File: config.mk
export PLATFORM = sky130hd
export DESIGN_NAME = rpf_filter
export DESIGN_NICKNAME = d
export VERILOG_FILES = /design/src/rtl/rpf_pkg.sv /design/src/rtl/rpf_filter.sv /design/src/rtl/rpf_match_mem.sv
export VERILOG_INCLUDE_DIRS = /design/src /design/src/rtl
export SDC_FILE = /design/constraint.sdc
export NUM_CORES = 1
export LEC_CHECK = 0
export BUFFER_PORTS_ARGS = -buffer_cell sky130_fd_sc_hd__buf_2
export CAP_MARGIN = 40
export CORE_AREA = 8 8 312 314
export CTS_BUF_LIST = sky130_fd_sc_hd__clkbuf_4
export CTS_CLUSTER_DIAMETER = 100
export DETAILED_ROUTE_END_ITERATION = 10
export DIE_AREA = 0 0 320 322
export PLACE_DENSITY = 0.68
export SLEW_MARGIN = 5
export SYNTH_ARGS = -nofsm -noshare
export SYNTH_HDL_FRONTEND = slang
export SYNTH_SLANG_ARGS = --single-unit
File: constraint.sdc
create_clock -name clk -period 6 [get_ports clk]
set_clock_uncertainty 0.15 [all_clocks]
set_input_delay 0.3 -clock clk [delete_from_list [all_inputs] [get_ports clk]]
set_output_delay 0.3 -clock clk [all_outputs]
set_load 0.1 [all_outputs]
File: src/rtl/rpf_map.svh
// Purpose: Register offsets, field positions and reset values of the receive filter block
// Assumes: 16-bit register data over a plain strobe port
// Notes:   Included by bare name
`ifndef RPF_MAP_SVH
`define RPF_MAP_SVH
`define RPF_ADDR_W          6
`define RPF_OFS_FILT_STAT   6'h02
`define RPF_OFS_LIVE        6'h03
`define RPF_OFS_COUNT       6'h04
`define RPF_BIT_ERR         15
`define RPF_BIT_RNT         14
`define RPF_BIT_BRD         13
`define RPF_BIT_PRO         12
`define RPF_BIT_AMC         11
`define RPF_CTRL_HI         15
`define RPF_CTRL_LO         9
`define RPF_CTRL_RESET      7'h00
`define RPF_STAT_RESET      9'h000
`define RPF_MIN_LEN         12'h040
`define RPF_TABLE_DEPTH     16
`define RPF_TABLE_IDX_W     4
`define RPF_LB_NORMAL       2'h0
`define RPF_LB_MAC          2'h1
`define RPF_LB_CODER        2'h2
`define RPF_LB_XCVR         2'h3
`endif

File: src/rtl/rpf_pkg.sv
// Purpose: Types shared by the receive filter block
// Assumes: Nothing beyond the map header
// Notes:   Constants live in rpf_map.svh
package rpf_pkg;
   // Loopback selection
   typedef enum logic [1:0]
   {
      RPF_LB_NONE_E  = 2'h0,
      RPF_LB_MAC_E   = 2'h1,
      RPF_LB_CODER_E = 2'h2,
      RPF_LB_XCVR_E  = 2'h3
   } rpf_loop_type;

   // One packet summary from the receive path
   typedef struct packed
   {
      logic [47:0] dest;
      logic [11:0] length;
      logic        crc_err;
      logic        align_err;
      logic        collision;
      logic        last_in_area;
      logic        looped;
   } rpf_pkt_type;

   // Software control fields
   typedef struct packed
   {
      logic         accept_errors;
      logic         accept_short_packets;
      logic         accept_broadcast;
      logic         promiscuous_enable;
      logic         accept_all_group;
      rpf_loop_type loop_sel;
   } rpf_ctrl_type;
endpackage : rpf_pkg

File: src/rtl/rpf_filter.sv
// Purpose: Receive filter and status register with address match table
// Assumes: Packet summary arrives as one-cycle strobes on clk
// Notes:   Table is searched one entry per cycle after the end strobe
`timescale 1ns/1ps
`default_nettype none
`include "rpf_map.svh"

// Function
// - Upper five bits enable extra filters
// - No filters: only table matches accepted
// - Low nine bits report packet conditions
// - Whole register copied to descriptor word
// - Next packet start clears most status
// - Software reset leaves register alone
// - Error bit governs CRC, collision packets
// - Runt bit accepts short packets
// - Hardware reset clears runt bit
// - Broadcast bit adds broadcast packets
// - Hardware reset clears broadcast bit
// - Promiscuous accepts all individual addresses
// - All-group accepts multicast and broadcast
// - Bits ten, nine select loopback
// - Upper bits writable, status read-only
// - Loopback codes: normal, MAC, coder, transceiver
// - Hardware reset clears loopback bits
// - Multicast and broadcast seen bits
module rpf_filter
   import rpf_pkg::*;
#(
   parameter int DEPTH = `RPF_TABLE_DEPTH,
   parameter int IDX_W = `RPF_TABLE_IDX_W
)(
   // Clock and reset
   input  wire logic                   clk,
   input  wire logic                   rst_n,
   input  wire logic                   soft_reset,
   // Register port
   input  wire logic [`RPF_ADDR_W-1:0] reg_addr,
   input  wire logic [15:0]            reg_wdata,
   input  wire logic                   reg_wr,
   input  wire logic                   reg_rd,
   output logic      [15:0]            reg_rdata,
   // Address table load
   input  wire logic                   tbl_wr,
   input  wire logic [IDX_W-1:0]       tbl_idx,
   input  wire logic [48:0]            tbl_data,
   // Receive path
   input  wire logic                   pkt_start,
   input  wire logic                   pkt_end,
   input  wire rpf_pkt_type            pkt_info,
   input  wire logic                   carrier_pin,
   // Results
   output logic                        pkt_accept,
   output logic                        pkt_reject,
   output logic      [15:0]            descriptor_status_word,
   output logic      [1:0]             loopback_mode
);
   typedef enum logic [2:0]
   {
      RPF_IDLE_S   = 3'b001,
      RPF_SEARCH_S = 3'b010,
      RPF_DECIDE_S = 3'b100
   } rpf_state_type;

   logic          rst_meta_reg;
   logic          rst_sync_reg;
   logic          crs_a_reg;
   logic          crs_b_reg;
   logic          crs_c_reg;
   logic          carrier_reg;
   rpf_ctrl_type  ctrl_reg;
   logic [8:0]    stat_reg;
   rpf_state_type state_reg;
   logic [IDX_W:0] idx_reg;
   logic          hit_reg;
   rpf_pkt_type   pkt_reg;
   logic [48:0]   rd_entry;
   logic [15:0]   accept_count_reg;
   logic          soft_seen_reg;
   logic          is_group;
   logic          is_bcast;
   logic          decide;

   // Group bit test, used for several decisions
   function automatic logic group_addr(input logic [47:0] a);
      group_addr = a[40];
   endfunction : group_addr

   // Reset release through two flip-flops
   always_ff @(posedge clk or negedge rst_n)
   begin
      if (!rst_n)
      begin
         rst_meta_reg <= 1'b0;
         rst_sync_reg <= 1'b0;
      end
      else
      begin
         rst_meta_reg <= 1'b1;
         rst_sync_reg <= rst_meta_reg;
      end
   end

   // Carrier pin through three flops, then a fourth loaded only when the last two agree
   always_ff @(posedge clk or negedge rst_sync_reg)
   begin
      if (!rst_sync_reg)
      begin
         crs_a_reg   <= 1'b0;
         crs_b_reg   <= 1'b0;
         crs_c_reg   <= 1'b0;
         carrier_reg <= 1'b0;
      end
      else
      begin
         crs_a_reg <= carrier_pin;
         crs_b_reg <= crs_a_reg;
         crs_c_reg <= crs_b_reg;
         if (crs_b_reg == crs_c_reg)
            carrier_reg <= crs_c_reg;
      end
   end

   // Address table
   rpf_match_mem #(
      .DEPTH   (DEPTH),
      .IDX_W   (IDX_W)
   ) u_table (
      .clk     (clk),
      .wr_en   (tbl_wr),
      .wr_idx  (tbl_idx),
      .wr_data (tbl_data),
      .rd_idx  (idx_reg[IDX_W-1:0]),
      .rd_data (rd_entry)
   );

   // Destination class
   assign is_group = group_addr(pkt_reg.dest);
   assign is_bcast = &pkt_reg.dest;

   // Control bits: software writable, hardware reset only
   always_ff @(posedge clk or negedge rst_sync_reg)
   begin
      if (!rst_sync_reg)
         ctrl_reg <= `RPF_CTRL_RESET;
      else if (reg_wr && reg_addr == `RPF_OFS_FILT_STAT)
         ctrl_reg <= reg_wdata[`RPF_CTRL_HI:`RPF_CTRL_LO];
   end

   // Soft reset ignored by this register; only noted
   always_ff @(posedge clk or negedge rst_sync_reg)
   begin
      if (!rst_sync_reg)
         soft_seen_reg <= 1'b0;
      else if (soft_reset)
         soft_seen_reg <= 1'b1;
      else if (reg_wr && reg_addr == `RPF_OFS_LIVE)
         soft_seen_reg <= 1'b0;
   end

   // Packet search sequencer
   always_ff @(posedge clk or negedge rst_sync_reg)
   begin
      if (!rst_sync_reg)
      begin
         state_reg <= RPF_IDLE_S;
         idx_reg   <= '0;
         hit_reg   <= 1'b0;
         pkt_reg   <= '0;
      end
      else
      begin
         unique case (state_reg)
            RPF_IDLE_S:
               if (pkt_end)
               begin
                  pkt_reg   <= pkt_info;
                  idx_reg   <= '0;
                  hit_reg   <= 1'b0;
                  state_reg <= RPF_SEARCH_S;
               end
            RPF_SEARCH_S:
            begin
               // Entry read lags index by one cycle
               if (idx_reg != '0 && rd_entry[48] && rd_entry[47:0] == pkt_reg.dest)
                  hit_reg <= 1'b1;
               if (idx_reg == (IDX_W+1)'(DEPTH))
                  state_reg <= RPF_DECIDE_S;
               else
                  idx_reg <= idx_reg + 1'b1;
            end
            RPF_DECIDE_S:
               state_reg <= RPF_IDLE_S;
            default:
               state_reg <= RPF_IDLE_S;
         endcase
      end
   end

   // Entry zero, read again after the index wraps, folds into decision
   logic table_hit;
   assign table_hit = hit_reg ||
      (rd_entry[48] && rd_entry[47:0] == pkt_reg.dest);

   // Acceptance decision
   always_comb
   begin
      decide = table_hit;
      if (ctrl_reg.promiscuous_enable && !is_group)
         decide = 1'b1;
      if (ctrl_reg.accept_all_group && is_group)
         decide = 1'b1;
      if (ctrl_reg.accept_broadcast && is_bcast)
         decide = 1'b1;
      if (pkt_reg.length < `RPF_MIN_LEN && !ctrl_reg.accept_short_packets)
         decide = 1'b0;
      if ((pkt_reg.crc_err || pkt_reg.collision) && !ctrl_reg.accept_errors)
         decide = 1'b0;
   end

   // Status bits: bit 5 follows carrier; others set on accepted decision, all but bit 4 cleared at next start
   always_ff @(posedge clk or negedge rst_sync_reg)
   begin
      if (!rst_sync_reg)
         stat_reg <= `RPF_STAT_RESET;
      else
      begin
         stat_reg[5] <= carrier_reg;
         if (state_reg == RPF_DECIDE_S && decide)
         begin
            stat_reg[8] <= is_group && !is_bcast;
            stat_reg[7] <= is_bcast;
            stat_reg[6] <= pkt_reg.last_in_area;
            stat_reg[4] <= pkt_reg.collision;
            stat_reg[3] <= pkt_reg.crc_err && !pkt_reg.align_err;
            stat_reg[2] <= pkt_reg.align_err;
            stat_reg[1] <= pkt_reg.looped;
            stat_reg[0] <= !pkt_reg.crc_err && !pkt_reg.align_err && !pkt_reg.collision;
         end
         else if (pkt_start)
         begin
            stat_reg[8:6] <= 3'h0;
            stat_reg[3:0] <= 4'h0;
         end
      end
   end

   // Result strobes and descriptor word
   always_ff @(posedge clk or negedge rst_sync_reg)
   begin
      if (!rst_sync_reg)
      begin
         pkt_accept             <= 1'b0;
         pkt_reject             <= 1'b0;
         descriptor_status_word <= 16'h0000;
         accept_count_reg       <= 16'h0000;
      end
      else
      begin
         pkt_accept <= 1'b0;
         pkt_reject <= 1'b0;
         if (state_reg == RPF_DECIDE_S)
         begin
            pkt_accept <= decide;
            pkt_reject <= !decide;
            if (decide)
               accept_count_reg <= accept_count_reg + 16'h0001;
         end
         if (pkt_accept)
            descriptor_status_word <= {ctrl_reg, stat_reg};
      end
   end

   // Loopback mode output
   always_ff @(posedge clk or negedge rst_sync_reg)
   begin
      if (!rst_sync_reg)
         loopback_mode <= `RPF_LB_NORMAL;
      else
         loopback_mode <= ctrl_reg.loop_sel;
   end

   // Register read, one cycle later; status read-only
   always_ff @(posedge clk or negedge rst_sync_reg)
   begin
      if (!rst_sync_reg)
         reg_rdata <= 16'h0000;
      else if (reg_rd)
      begin
         unique case (reg_addr)
            `RPF_OFS_FILT_STAT: reg_rdata <= {ctrl_reg, stat_reg};
            `RPF_OFS_LIVE:      reg_rdata <= {13'h0000, soft_seen_reg, carrier_reg,
                                              state_reg != RPF_IDLE_S};
            `RPF_OFS_COUNT:     reg_rdata <= accept_count_reg;
            default:            reg_rdata <= 16'h0000;
         endcase
      end
      else
         reg_rdata <= 16'h0000;
   end

   // Assertions
   a_hw_reset_clear: assert property (@(posedge clk)
      $rose(rst_sync_reg) |-> ctrl_reg == '0)
      else $error("control not clear after reset");
   a_ctrl_written: assert property (@(posedge clk) disable iff (!rst_sync_reg)
      reg_wr && reg_addr == `RPF_OFS_FILT_STAT |=> ctrl_reg == $past(reg_wdata[15:9]))
      else $error("control write lost");
   a_start_clears: assert property (@(posedge clk) disable iff (!rst_sync_reg)
      pkt_start && state_reg != RPF_DECIDE_S |=> stat_reg[3:0] == 4'h0 && stat_reg[8:6] == 3'h0)
      else $error("status not cleared at start");
   a_soft_keeps: assert property (@(posedge clk) disable iff (!rst_sync_reg)
      soft_reset && !reg_wr |=> $stable(ctrl_reg))
      else $error("soft reset changed control");
   a_err_reject: assert property (@(posedge clk) disable iff (!rst_sync_reg)
      state_reg == RPF_DECIDE_S && pkt_reg.crc_err && !ctrl_reg.accept_errors
      |=> pkt_reject && !pkt_accept)
      else $error("error packet accepted");
   a_short_reject: assert property (@(posedge clk) disable iff (!rst_sync_reg)
      state_reg == RPF_DECIDE_S && pkt_reg.length < `RPF_MIN_LEN
      && !ctrl_reg.accept_short_packets |=> pkt_reject)
      else $error("short packet accepted");
   a_bcast_group: assert property (@(posedge clk) disable iff (!rst_sync_reg)
      state_reg == RPF_DECIDE_S && is_bcast && ctrl_reg.accept_all_group
      && !pkt_reg.crc_err && !pkt_reg.collision && pkt_reg.length >= `RPF_MIN_LEN
      |=> pkt_accept)
      else $error("broadcast dropped in all-group mode");
   a_align_wins: assert property (@(posedge clk) disable iff (!rst_sync_reg)
      state_reg == RPF_DECIDE_S && decide && pkt_reg.align_err |=> !stat_reg[3] && stat_reg[2])
      else $error("crc flag set with alignment error");
   a_desc_copy: assert property (@(posedge clk) disable iff (!rst_sync_reg)
      pkt_accept |=> descriptor_status_word == $past({ctrl_reg, stat_reg}))
      else $error("descriptor word mismatch");
   a_search_bound: assert property (@(posedge clk) disable iff (!rst_sync_reg)
      state_reg == RPF_IDLE_S && pkt_end |-> ##[2:40] (pkt_accept || pkt_reject))
      else $error("no decision after packet end");

   c_accept: cover property (@(posedge clk) pkt_accept);
   c_reject: cover property (@(posedge clk) pkt_reject);
   c_promisc: cover property (@(posedge clk) pkt_accept && ctrl_reg.promiscuous_enable);
   c_loop: cover property (@(posedge clk) loopback_mode == `RPF_LB_XCVR);
endmodule : rpf_filter
`default_nettype wire

File: src/rtl/rpf_match_mem.sv
// Purpose: Address match table storage, registered read
// Assumes: One write port, one read port, same clock
// Notes:   Entries are 48-bit addresses with a valid bit
`timescale 1ns/1ps
`default_nettype none
module rpf_match_mem #(
   parameter int DEPTH = 16,
   parameter int IDX_W = 4
)(
   // Clock
   input  wire logic             clk,
   // Write side
   input  wire logic             wr_en,
   input  wire logic [IDX_W-1:0] wr_idx,
   input  wire logic [48:0]      wr_data,
   // Read side
   input  wire logic [IDX_W-1:0] rd_idx,
   output logic      [48:0]      rd_data
);
   logic [48:0] mem_reg [DEPTH];

   // Storage write
   always_ff @(posedge clk)
   begin
      if (wr_en)
         mem_reg[wr_idx] <= wr_data;
   end

   // Registered read
   always_ff @(posedge clk)
   begin
      rd_data <= mem_reg[rd_idx];
   end
endmodule : rpf_match_mem
`default_nettype wire

-- Yosys cells after proc, flatten, opt, wreduce, memory -nomap -nowiden
Memory sizes are Yosys's and may differ from the RTL's. A register that Yosys moved wholly into a read port is not among the register bits.
Index checks and enable logic that the tools add are counted.
- memories kept: 1
- logic and storage cells: 111
- input port bits: 149
- register bits after elaboration: 149
- RAM bits: 784
- output and inout bits: 36
- multiplexer cells: 26
- add/sub/neg operators: 2
- eq/ne operators: 14
- magnitude comparators: 1
- reduce and logical (&&, ||, !) cells: 35
- memory list (name ; words ; bits a word ; read ports ; clocked after memory_dff ; write ports ; RTL line ; text):
    u_table.mem_reg ; 16 ; 49 ; 1 ; 1 ; 1 ; rpf_match_mem.sv:20 ; logic [48:0] mem_reg [DEPTH];
- operator list (operator ; number):
    equality test 48 bit ; 1
    one-hot mux 16 bit (3 select lines) ; 1
    AND reduction 48 bit ; 1
    adder 16 x 1 -> 16 bit, second input constant ; 1
    2-to-1 mux 16 bit ; 1
    logical AND 1 bit ; 15
    2-to-1 mux 1 bit ; 13
    equality test 6 x 2 -> 1 bit, second input constant ; 2
    < comparator 12 x 7 -> 1 bit, second input constant ; 1
    2-to-1 mux 3 bit ; 4
    2-to-1 mux 5 bit ; 2
    one-hot mux 5 bit (2 select lines) ; 1
    zero test 1 bit ; 8
    2-to-1 mux 4 bit ; 2
    inequality test 2 bit, second input constant ; 4
    equality test 6 x 3 -> 1 bit, second input constant ; 1
    one-hot mux 3 bit (2 select lines) ; 1
    AND reduction 2 bit ; 3
    AND reduction 3 bit ; 2
    nonzero test 2 bit ; 3
    adder 5 x 1 -> 5 bit, second input constant ; 1
    equality test 5 bit, second input constant ; 1
    nonzero test 5 bit ; 1
    equality test 3 x 1 -> 1 bit, second input constant ; 1
    other kinds (6) ; 7

-- Depth between registers and ports, before layout
- depth after elaboration: 10
- mapped depth: 9
- gate-level depth less buffers: 7

-- Hierarchy
From an unflattened synthesis, not the netlist that was laid out.
- cells, all modules: 1875
- area, all modules: 36566.3 um^2
- modules (own cells, without submodules) (module ; cells each ; area each (um^2) ; seq. area each (um^2) ; times used):
    rpf_match_mem ; 1268 ; 30336.6 ; 24523.5 ; 1
    rpf_filter ; 607 ; 6229.7 ; 3579.7 ; 1

-- Worst setup path after synthesis
OpenSTA, ideal clock, no wires.
- path type: in2reg
- start point: in tbl_idx[2]
- end point: mem u_table.mem_reg[0][0], enable pin
- arrival time: 4.158 ns
- required time: 5.333 ns
- slack: 1.175 ns
- cell stages on the path: 2
- buffers on the path: 0
- setup time: 0.517 ns
- path through: or3b_2 nor3_1
- RTL lines (item ; RTL line ; text):
    start: declaration ; rpf_filter.sv:45 ; input wire logic [IDX_W-1:0] tbl_idx,
    end: declaration ; rpf_match_mem.sv:20 ;
Straight into the memory's write port.

-- Final worst setup path
- start point: reg pkt_reg[27] (netlist name)
- end point: reg stat_reg[4]
- cells in the longest elaborated chain, start to end: 9
- elaborated cells between the ends (all ways): 11
- those cells by class: 1 x eq/ne; 5 x mux; 5 x reduce/logical
- ends and longest elaborated chain (item ; RTL line ; text):
    start: declaration ; rpf_filter.sv:76 ; rpf_pkt_type pkt_reg;
    start signal: assignment ; rpf_filter.sv:177 ; pkt_reg <= pkt_info;
    equality test 48 bit ; rpf_filter.sv:203 ; (rd_entry[48] && rd_entry[47:0] == pkt_reg.dest);
    logical AND 1 bit ; rpf_filter.sv:203 ;
    logical OR 1 bit ; rpf_filter.sv:202 ; assign table_hit = hit_reg ||
    2-to-1 mux 1 bit ; rpf_filter.sv:209 ; if (ctrl_reg.promiscuous_enable && !is_group)
    2-to-1 mux 1 bit ; rpf_filter.sv:211 ; if (ctrl_reg.accept_all_group && is_group)
    2-to-1 mux 1 bit * ; rpf_filter.sv:213 ; if (ctrl_reg.accept_broadcast && is_bcast)
    2-to-1 mux 1 bit * ; rpf_filter.sv:215 ; if (pkt_reg.length < `RPF_MIN_LEN && !ctrl_reg.accept_short_packets)
    2-to-1 mux 1 bit * ; rpf_filter.sv:217 ; if ((pkt_reg.crc_err || pkt_reg.collision) && !ctrl_reg.accept_errors)
    logical AND 1 bit * ; rpf_filter.sv:229 ; if (state_reg == RPF_DECIDE_S && decide)
    end signal: assignment ; rpf_filter.sv:225 ; stat_reg <= `RPF_STAT_RESET;
    end signal: assignment ; rpf_filter.sv:234 ; stat_reg[4] <= pkt_reg.collision;
    end: declaration ; rpf_filter.sv:72 ; logic [8:0] stat_reg;
Mark *: on every way between the ends. The rest lies on a longest branch, timed or not.
A chain may end at the register's enable or synchronous reset.

==> flow_metrics.env <==
export IMPL_drc=0
export IMPL_syn2layout_area_growth_pct=24.8
export IMPL_io_pins=185
export IMPL_tns_ns=0
export IMPL_final_common_cell="edfxtp_1"
export IMPL_critPathLaunch="pkt_reg[27]"
export IMPL_num_vias=20000
export IMPL_antenna_found_initial=12
export IMPL_max_freq_ghz=0.331
export IMPL_ant_nets=0
export IMPL_wirelength_mm=91.8
export IMPL_tightest_slew_ns=0.893
export IMPL_rsz0062_at_grt="false"
export IMPL_crit_end="stat_reg[4]"
export IMPL_layout_min_cycle_time_ns=3.03
export IMPL_layout_drive_gt1_share=0.338
export IMPL_cpMaxStageDelayCell="xnor2_1"
export IMPL_synth_edf_count=784
export IMPL_yosysUniqueCellTypes=47
export IMPL_synthArstFlopShare=0.147
export IMPL_place_congestion=0.789
export IMPL_avgSynthCellArea_um2=20.7
export IMPL_die_area_um2=103000
export IMPL_p_clk_frac=0.328
export IMPL_hp_class="primary input to flop"
export IMPL_critPathMaxStageDelay_ns=0.47
export IMPL_syn_nets=1919
export IMPL_p_per_area_nw_per_um2=374
export IMPL_r2r_end="stat_reg[4]"
export IMPL_grt_pass1_wl_mm=136
export IMPL_worstSetupPathType="flop to flop"
export IMPL_p_comb_frac=0.185
export IMPL_critical_path_required_ns=6.76
export IMPL_fp_dieH_um=322
export IMPL_pwr_share_seq=0.487
export IMPL_ys_seq_elements=976
export IMPL_cts_repair_resized=0
export IMPL_wl_per_cell_um=23.8
export IMPL_p_sw_mw=4.63
export IMPL_grt_max_degree=97
export IMPL_cts_buffers=232
export IMPL_synthesis_area_um2=36600
export IMPL_netSwitchingFraction=0.271
export IMPL_rr_worst_depth=7
export IMPL_clockBufferDepth=3
export IMPL_fp_row_count=112
export IMPL_path_max_fanout=30
export IMPL_ys_flop_type="edfxtp_1"
export IMPL_cap_violations=0
export IMPL_initial_core_util=0.396
export IMPL_finalPower_mw=17.1
export IMPL_cp_end_kind="flop"
export IMPL_coreArea_um2=92500
export IMPL_grt_pass1_vias=21500
export IMPL_relSlewSlack=0.403
export IMPL_synth_warnings=0
export IMPL_clock_latency_ns=1.07
export IMPL_cts_max_level=4
export IMPL_vdd_drop_max_uv=242
export IMPL_critPathLaunchType="flop"
export IMPL_crit_chain="xnor2_1 > nand4_1 > nor4_1 > nand4_2 > a21oi_2 > buf_4 > mux2_1"
export IMPL_yosysSeqAreaShare=0.767
export IMPL_layout_nets=2596
export IMPL_vias_per_cell=5.19
export IMPL_r2r_setup_slack_ns=2.97
export IMPL_min_path_cells=2
export IMPL_cts_sinks=976
export IMPL_maxSlewViolCount=0
export IMPL_hold_violations=0
export IMPL_intPower_mw=12.5
export IMPL_cts_tree="done"
export IMPL_mostFrequentLayoutCells="edfxtp_1 (784), clkbuf_4 (355), dlygate4sd3_1 (305), mux4_2 (245), nand2_1 (196)"
export IMPL_clkSlewWorstSetupHoldPaths_ns=0.07
export IMPL_first_iter_violations=1914
export IMPL_io_buffers=169
export IMPL_run_status="finished clean"
export IMPL_grt_usage=0.178
export IMPL_r2r_start="pkt_reg[27]"
export IMPL_netlist_instances=1767
export IMPL_grt_overflow=0
export IMPL_first_pass_iters=5
export IMPL_critPathArrivalTime_ns=3.79
export IMPL_p_leak_nw=16.0
export IMPL_largest_reg_flops=784
export IMPL_root_buffer="clkbuf_4"
export IMPL_fin_crit_sh=0.504
export IMPL_die_w_um=320
export IMPL_setup_viol_count_final=0
export IMPL_hpwl_mm=51.4
==> routing by layer <==
metal | GRT usage | up-vias | part of all wire | wire length, um
met5 | 0 | - | 0.00053 | 49
met4 | 0.0589 | 8 | 0.023 | 2140
met3 | 0.0505 | 188 | 0.080 | 7380
met2 | 0.303 | 850 | 0.51 | 46700
met1 | 0.220 | 10300 | 0.39 | 35500
li1 | - | 8665 | - | -
==> synthesized netlist by cell type, drive strengths merged (18+ instances only) <==
library cell	number	area, um2
mux4	245	5520
dfrtp	142	3550
nor2	39	146
mux2	28	315
buf	38	179
edfxtp	784	23500
xnor2	53	464
nand3	18	90.1
clkbuf	42	158
dfxtp	49	981
nand2	197	747
nand4	30	194
==> stage by stage <==
stage | hold WS, ns | utilization | cells | cell area (um2) | setup WS [ns]
after floorplan | -0.146 | - | 1767 | 36600 | 1.18
after global placement | -0.0626 | 0.422 | 3086 | 39100 | 3.02
after detailed placement | -0.0588 | 0.427 | 3102 | 39500 | 2.96
after CTS | 0.00589 | 0.494 | 3845 | 45700 | 2.95
after global routing | 0.0253 | 0.494 | 3850 | 45700 | 2.77
final | 0.111 | 0.495 | 3858 | 45700 | 2.97
==> critical path: cells and delay by family, from the launching register on <==
kind                      cells  cell delay [ns]
and+or+nand+nor               3             1.04
xor gates and xnor gates      1             0.47
DFF                           1             0.41
muxes                         1             0.37
buffers and inverters         1             0.32
AOI/OAI and AO/OA             1             0.20
==> what timing repair did <==
item | 4_1_cts | 5_1_grt
hold endpoints to repair | 1219 | 0
hold buffers | 305 | 0
buffers inserted | 0 | 0
==> worst min-delay path by stage <==
| stage | slack, ns | from | endpoint |
|---|---|---|---|
| 6_report | 0.11 | tbl_data[5] | u_table.mem_reg[3][5] |
| 5_1_grt | 0.03 | tbl_data[5] | u_table.mem_reg[5][5] |
| 4_1_cts | 0.006 | tbl_data[48] | u_table.mem_reg[7][48] |
| 3_5_place_dp | -0.06 | rst_n | rst_meta_reg |
| 3_3_place_gp | -0.06 | rst_n | rst_meta_reg |
| 2_1_floorplan | -0.15 | rst_n | rst_meta_reg |
==> layout make-up <==
class                           count  area, um2
Inverter                            4       15.0
Clock buffer                      355       2670
Tap cell                         1197       1500
Timing Repair Buffer              523       4590
Multi-Input combinational cell    707       8310
Fill cell                        7464      46700
Antenna cell                       13       32.5
Sequential cell                   976      28100
Clock inverter                     83        526
==> cells by family after synthesis <==
family,count (synthesis),synth area share
and+or+nand+nor,329,0.0407
xor gates and xnor gates,65,0.0155
muxes,274,0.159
DFF,976,0.767
adders and majority gates,4,0.00130
other,1,0.000102
buffers and inverters,84,0.00959
AOI/OAI and AO/OA,34,0.00635
==> power groups by stage <==
stage	logic [mW]	clock network (mW)	registers, mW
2_1_floorplan	2.17	0	8.18
3_3_place_gp	2.80	0	8.46
3_5_place_dp	2.86	0	8.47
4_1_cts	3.18	5.74	8.33
5_1_grt	3.41	6.10	8.38
6_report	3.16	5.61	8.34
Power figures use the tool's default switching activity.
